===== src/hw/monitor_ctrl_pkg.sv =====
package monitor_ctrl_pkg;

   // ------------------------------------------------------------------
   // Register map
   // ------------------------------------------------------------------
   localparam logic [7:0] CTRL_OFFSET  = 8'h40;
   localparam logic [7:0] CTRL_RESET   = 8'h04;
   localparam logic [7:0] READ_IDLE    = 8'h00;
   localparam int         START_BIT    = 0;
   localparam int         LOCK_BIT     = 1;
   localparam int         READY_BIT    = 2;
   localparam int         OVERRIDE_BIT = 3;
   localparam int         VBAT_BIT     = 4;
   localparam int         RSVD_LSB     = 5;
   localparam int         RSVD_MSB     = 7;

   // ------------------------------------------------------------------
   // Timing
   // ------------------------------------------------------------------
   localparam int CLK_PERIOD_NS   = 10;
   localparam int STARTUP_TIME_US = 1000;
   // Least time, so rounded up to whole cycles
   localparam int STARTUP_CYCLES  =
      (STARTUP_TIME_US * 1000 + CLK_PERIOD_NS - 1) / CLK_PERIOD_NS;
   // Software pause after clearing start, one slow fan clock
   localparam int FAN_SETTLE_NS     = 12500;
   localparam int FAN_SETTLE_CYCLES =
      (FAN_SETTLE_NS + CLK_PERIOD_NS - 1) / CLK_PERIOD_NS;

   // ------------------------------------------------------------------
   // Monitoring start-up states
   // ------------------------------------------------------------------
   typedef enum logic [2:0] {
      ST_IDLE   = 3'b001,
      ST_WARMUP = 3'b010,
      ST_VALID  = 3'b100
   } mon_state_t;

endpackage : monitor_ctrl_pkg


===== src/hw/monitor_start_lock_control.sv =====
// Design decision made here: the plain strobed port.
`timescale 1ns/100ps

// Summary of operation
// - Start bit one runs monitoring and PWM control from programmed limits.
// - No monitoring register updates happen before start is set.
// - Start zero selects built-in default limits, ignoring programmed ones.
// - Toggling start leaves limit and parameter registers untouched.
// - Start zero drives every fan PWM at full duty.
// - Lock set makes limit and parameter registers read-only until power-off.
// - Lock set ignores lock and start writes; writing zero never clears lock.
// - Rising main power good clears the lock bit.
// - Ready bit is read-only and always reads one.
// - Override bit one forces full PWM duty regardless of lock.
// - Writing one requests a battery measurement; zero ignored; lock irrelevant.
// - Battery request clears on standby reset or battery reading update.
// - Readings are invalid during a start-up interval; flag shows validity.
// - Start zero means no temperature monitoring and readings invalid.
// - Status bits may be set only while start is one.
// - Duty registers read full scale unless start and manual mode apply.
module monitor_start_lock_control #(
   parameter int STARTUP_CYCLES = monitor_ctrl_pkg::STARTUP_CYCLES
) (
   input  wire logic       clk,
   input  wire logic       rst_n,
   input  wire logic [7:0] reg_addr,
   input  wire logic [7:0] reg_wdata,
   input  wire logic       reg_wr,
   input  wire logic       reg_rd,
   output logic      [7:0] reg_rdata,
   input  wire logic       main_power_good,
   input  wire logic       standby_power_on_reset,
   input  wire logic       vbat_updated,
   input  wire logic       manual_mode,
   output logic            monitor_run,
   output logic            limits_writable,
   output logic            pwm_full_duty,
   output logic            duty_read_full,
   output logic            vbat_request,
   output logic            status_set_en,
   output logic            readings_valid_flag
);
   import monitor_ctrl_pkg::*;

   localparam int CNT_W = $clog2(STARTUP_CYCLES + 1);

   // ------------------------------------------------------------------
   // Decode
   // ------------------------------------------------------------------
   function automatic logic ctrl_hit(input logic [7:0] addr, input logic strobe);
      return strobe && (addr == CTRL_OFFSET);
   endfunction : ctrl_hit

   logic             wr_hit;
   logic             rd_hit;
   logic             pg_rise;
   logic             start_q,      start_d;
   logic             lock_q,       lock_d;
   logic             override_q,   override_d;
   logic             vbat_q,       vbat_d;
   logic             pg_q;
   logic [7:0]       rdata_q,      rdata_d;
   mon_state_t       state_q,      state_d;
   logic [CNT_W-1:0] cnt_q,        cnt_d;
   logic             run_q,        writable_q, full_q, duty_full_q;
   logic             status_q,     valid_q;

   assign wr_hit  = ctrl_hit(reg_addr, reg_wr);
   assign rd_hit  = ctrl_hit(reg_addr, reg_rd);
   assign pg_rise = main_power_good && !pg_q;

   // ------------------------------------------------------------------
   // Control bits
   // ------------------------------------------------------------------
   always_comb begin
      start_d    = start_q;
      lock_d     = lock_q;
      override_d = override_q;
      vbat_d     = vbat_q;
      if (pg_rise) begin
         lock_d = 1'b0;
      end
      if (vbat_updated || standby_power_on_reset) begin
         vbat_d = 1'b0;
      end
      if (wr_hit) begin
         // Reserved bits are simply not stored
         if (!lock_q) begin
            start_d = reg_wdata[START_BIT];
            if (reg_wdata[LOCK_BIT]) begin
               lock_d = 1'b1;
            end
         end
         override_d = reg_wdata[OVERRIDE_BIT];
         // Standby reset wins; a plain update loses to a fresh request
         if (reg_wdata[VBAT_BIT] && !standby_power_on_reset) begin
            vbat_d = 1'b1;
         end
      end
   end

   always_ff @(posedge clk) begin
      if (!rst_n) begin
         start_q    <= CTRL_RESET[START_BIT];
         lock_q     <= CTRL_RESET[LOCK_BIT];
         override_q <= CTRL_RESET[OVERRIDE_BIT];
         vbat_q     <= CTRL_RESET[VBAT_BIT];
         pg_q       <= 1'b0;
      end else begin
         start_q    <= start_d;
         lock_q     <= lock_d;
         override_q <= override_d;
         vbat_q     <= vbat_d;
         pg_q       <= main_power_good;
      end
   end

   // ------------------------------------------------------------------
   // Start-up interval
   // ------------------------------------------------------------------
   always_comb begin
      state_d = state_q;
      cnt_d   = cnt_q;
      case (state_q)
         ST_IDLE: begin
            if (start_d) begin
               state_d = ST_WARMUP;
               cnt_d   = CNT_W'(STARTUP_CYCLES - 1);
            end
         end
         ST_WARMUP: begin
            if (!start_d) begin
               state_d = ST_IDLE;
            end else if (cnt_q == '0) begin
               state_d = ST_VALID;
            end else begin
               cnt_d = cnt_q - CNT_W'(1);
            end
         end
         ST_VALID: begin
            if (!start_d) begin
               state_d = ST_IDLE;
            end
         end
         default: begin
            state_d = ST_IDLE;
         end
      endcase
   end

   always_ff @(posedge clk) begin
      if (!rst_n) begin
         state_q <= ST_IDLE;
         cnt_q   <= '0;
      end else begin
         state_q <= state_d;
         cnt_q   <= cnt_d;
      end
   end

   // ------------------------------------------------------------------
   // Read port and registered outputs
   // ------------------------------------------------------------------
   always_comb begin
      rdata_d = READ_IDLE;
      if (rd_hit) begin
         rdata_d[START_BIT]    = start_q;
         rdata_d[LOCK_BIT]     = lock_q;
         rdata_d[READY_BIT]    = CTRL_RESET[READY_BIT];
         rdata_d[OVERRIDE_BIT] = override_q;
         rdata_d[VBAT_BIT]     = vbat_q;
         // Upper bits stay zero from the default above
      end
   end

   // Outputs follow next state so they move on the same edge as the bits
   always_ff @(posedge clk) begin
      if (!rst_n) begin
         rdata_q     <= READ_IDLE;
         run_q       <= 1'b0;
         writable_q  <= 1'b1;
         full_q      <= 1'b1;
         duty_full_q <= 1'b1;
         status_q    <= 1'b0;
         valid_q     <= 1'b0;
      end else begin
         rdata_q     <= rdata_d;
         run_q       <= start_d;
         writable_q  <= !lock_d;
         full_q      <= !start_d || override_d;
         duty_full_q <= !start_d || !manual_mode;
         status_q    <= start_d;
         valid_q     <= (state_d == ST_VALID);
      end
   end

   assign reg_rdata           = rdata_q;
   assign monitor_run         = run_q;
   assign limits_writable     = writable_q;
   assign pwm_full_duty       = full_q;
   assign duty_read_full      = duty_full_q;
   assign vbat_request        = vbat_q;
   assign status_set_en       = status_q;
   assign readings_valid_flag = valid_q;

   // Cycles since start came up, saturating so it never wraps back
   logic [CNT_W-1:0] age_q,        age_d;

   always_comb begin
      age_d = age_q;
      if (!start_q) begin
         age_d = '0;
      end else if (age_q < CNT_W'(STARTUP_CYCLES)) begin
         age_d = age_q + CNT_W'(1);
      end
   end

   always_ff @(posedge clk) begin
      if (!rst_n) begin
         age_q <= '0;
      end else begin
         age_q <= age_d;
      end
   end
endmodule : monitor_start_lock_control


===== config.mk =====
export PLATFORM = sky130hd
export DESIGN_NAME = monitor_start_lock_control
export DESIGN_NICKNAME = d
export VERILOG_FILES = /design/src/hw/monitor_ctrl_pkg.sv /design/src/hw/monitor_start_lock_control.sv
export SDC_FILE = /design/constraint.sdc
export NUM_CORES = 1
export LEC_CHECK = 0
export BUFFER_PORTS_ARGS = -buffer_cell sky130_fd_sc_hd__buf_2
export CAP_MARGIN = 20
export CORE_ASPECT_RATIO = 1.5
export CORE_MARGIN = 1.5
export CORE_UTILIZATION = 30
export CTS_BUF_LIST = sky130_fd_sc_hd__clkbuf_4 sky130_fd_sc_hd__clkbuf_8
export CTS_CLUSTER_DIAMETER = 120
export DETAILED_ROUTE_END_ITERATION = 10
export PLACE_DENSITY = 0.47
export SLEW_MARGIN = 15
export SYNTH_ARGS = -nofsm -noshare
export SYNTH_HDL_FRONTEND = slang
export SYNTH_SLANG_ARGS = --single-unit

===== constraint.sdc =====
create_clock -name clk -period 3.3 [get_ports clk]
set_input_delay 0.165 -clock clk [delete_from_list [all_inputs] [get_ports clk]]
set_output_delay 0.165 -clock clk [all_outputs]
set_load 0.005 [all_outputs]

==> metrics.txt <==
run status=complete, no violations; Hold WC Path Type=in2reg; most congested layer reported by global routing=met2; count of synthesis-stage warnings from yosys=0; flops & latches, synth=34; number of buffers and inverters on the critical path=0; leading area contributor after synthesis=dfxtp_1; largest fanout on the critical path=16; Slew @ Worst Pin=1.060 ns; dominant cells by area after synthesis=dfxtp_1 41%, o31ai_1 5.8%, or4_1 5.4%, a31oi_1 3.4%, and2_1 2.2%; nature of the critical path startpoint=flip-flop; top_reg_cell synth=dfxtp_1; synthesized instance count=around 180; cell area after layout=1917 µm²; count of fill cells added during filler insertion=567; worst reg-to-reg path cell count=5; count of placed standard cells including taps=270; Crit path required time=3.51 ns; number of stages on the worst setup path=5; total number of vias=1442; Avg Cell Area, Syn=approximately 9.4 µm²; Final setup viols=0; Critical Path End Type=flip-flop; router iterations before antenna repair=4; via density per instance=about 5.2; largest net degree at the start of global routing=32; die width=63.93 µm; non-filler instance count after layout=278; n_diodes=0; launching element of the worst setup path=lock_q$_SDFF_PN0_; hold slack=~0.033 ns; final routed wire length divided by cell count=13.18 µm; vias in the first global route=1285; Crit path max-delay family=compound AO/OA/AOI/OAI gates; clock tree from TritonCTS=done; Post-layout nets=233; # resized after CTS=0; number of input and output port buffers inserted=31; share of Yosys cell area claimed by the top area cell type=40.75%; final hold violation count=0; met2 track utilization from global routing=22.83%; antenna-violating nets left=0; core utilization of the finished layout=35.44%; post-CTS repair timing setup buffer count=0; Final Worst Setup Slack=just over 0.9 ns; placed instance area=1822 µm²; initial antenna violation count=0; portion of the post-synthesis area used by sequential elements=between 40 and 50%; worst voltage drop across the vdd grid=between 150 and 200 µV; leading cell type in the layout, fill and taps excluded=dfxtp_1; global placer's final weighted congestion=0.7300; final period utilization=72.50%; largest buffer count on any clock path=2; leading cell types in the layout, fill and taps excluded=34 x dfxtp_1, 31 x buf_2, 13 x o31ai_1; die height=94.39 µm; insertion delay of the later-clocked pin in the worst-skew pair=between 0.2 and 0.3 ns; worst-path cell chain=and2b_2, a311oi_1, o21ai_1, or4_1, a31oi_1; start point of the worst hold path=standby_power_on_reset; hpwl dp=2637 µm; met3 Resource Use GR=3.814%; classification of the worst setup path=reg2reg; floorplan core area=around 5400 µm²; total routed wirelength=3665 µm; Arrival @ worst endpoint=2.60 ns; Global Route Usage Sum=12.95%; Sink Count=34; number of enable flip-flop cells after synthesis=0; setup repair after global routing missed its margin=no; layout cell share with drive strength beyond 1=about a quarter; post-route minimum period=2.392 ns; Max H-tree Level=2; post-route setup TNS=0 ns; global routing usage on met1=14.55%; worst-case clock skew=about 0.0052 ns; Site Rows=33; worst rel slew slack=28.88%; Unique masters post-synth=50; CTS Buf Count=5; root buf cell=clkbuf_8; ys async rst share=0%; clock-pin transition on the worst setup and hold timing paths=around 0.070 ns; final count of pins violating max slew=0; initial cell density of the core=30.88%; Area growth, synth to finish=14.76%; worst hold path cell count=2; worst setup slack before clock tree synthesis=0.8437 ns; total congestion overflow=0; detailed router's first-iteration violation count=between 60 and 70; Worst R2R Start=lock_q$_SDFF_PN0_; total power consumption of the routed design=0.7784 mW; DR DRC count=0; cell area after technology mapping=1670 µm²; PwrDens=a little over 400 nW/µm²; delay contributed by the slowest stage of the critical path=0.60 ns; max_cap viols=0; count of pins on the block boundary=39; leakage power of the design=0.7478 nW; highest attainable clock frequency=0.4180 GHz; master of the slowest instance on the critical path=or4_1; die footprint=around 6000 µm²; cts-stage hold buffer count=0; wire length of the first global-routing pass=~6000 µm
## report_power, final
group	total, mW	internal (mW)	switching, mW
combinational	0.0366	0.0162	0.0203
clock	0.329	0.177	0.152
sequential	0.413	0.412	0.00111
## synthesized netlist by cell type (2+ instances only)
| library cell | instances |
|---|---|
| a211oi_1 | 2 |
| a21oi_1 | 7 |
| a31oi_1 | 9 |
| and2_1 | 6 |
| buf_2 | 2 |
| buf_4 | 4 |
| buf_6 | 2 |
| clkbuf_1 | 2 |
| dfxtp_1 | 34 |
| ha_1 | 2 |
| inv_1 | 8 |
| nand2_1 | 8 |
| nand2b_1 | 3 |
| nand4_1 | 2 |
| nor2_1 | 9 |
| nor3_1 | 2 |
| nor4_1 | 3 |
| nor4b_1 | 2 |
| o211ai_1 | 2 |
| o21a_1 | 2 |
| o21ai_0 | 4 |
| o311a_1 | 2 |
| o31ai_1 | 13 |
| o41ai_1 | 2 |
| or2_2 | 5 |
| or2b_2 | 2 |
| or3_1 | 4 |
| or4_1 | 12 |
| or4b_1 | 2 |
## routing by layer
metal  vias up  share of wire, %
li1        725                 -
met2        34                50
met3         5               4.8
met4         0               1.8
met5         -                 0
met1       678                43
## final timing paths
kind | end | slack (ns)
worst max register to register | cnt_q[16]$_SDFFE_PN0P_ | 0.91
worst min-delay path | vbat_request$_SDFF_PN0_ | 0.03
worst min register to register | reg_rdata[3]$_SDFF_PN0_ | 0.46
worst max-delay path | cnt_q[16]$_SDFFE_PN0P_ | 0.91
## registers in the layout, indices dropped and copies added, names as in the netlist
register	count
vbat_request	1
override_q	1
status_set_en	1
pg_q	1
limits_writable	1
lock_q	1
duty_read_full	1
readings_valid_flag	1
cnt_q	17
state_q	3
reg_rdata	5
pwm_full_duty	1
## worst register-to-register path, cell delays in order (launching register included)
cell and delay (ns):
dfxtp_1 0.39, and2b_2 0.25, a311oi_1 0.47, o21ai_1 0.44, or4_1 0.60, a31oi_1 0.18
## cell type report
cell class	instances	area [µm²]	area share (%)
clock buffers	7	90.09	4.700
clock inverters	1	5.005	0.2611
inverters	9	33.78	1.762
multi-input cells	125	857.1	44.71
flip-flops and latches	34	680.7	35.51
well taps	70	87.58	4.569
repair buffers	32	162.7	8.486
## cell families (layout without fill, tap and decap cells)
| family | after synthesis | count (layout) | synth area share, % |
|---|---|---|---|
| fa+ha+maj | 2 | 2 | 1.498 |
| compound gates | 49 | 49 | 20.60 |
| simple gates | 69 | 69 | 27.42 |
| buf+inv | 21 | 49 | 8.389 |
| mux | 1 | 1 | 0.5993 |
| other cells | 1 | 3 | 0.2245 |
| flops | 34 | 34 | 40.75 |
| xor+xnor | 1 | 1 | 0.5244 |
Power figures use the tool's default switching activity.
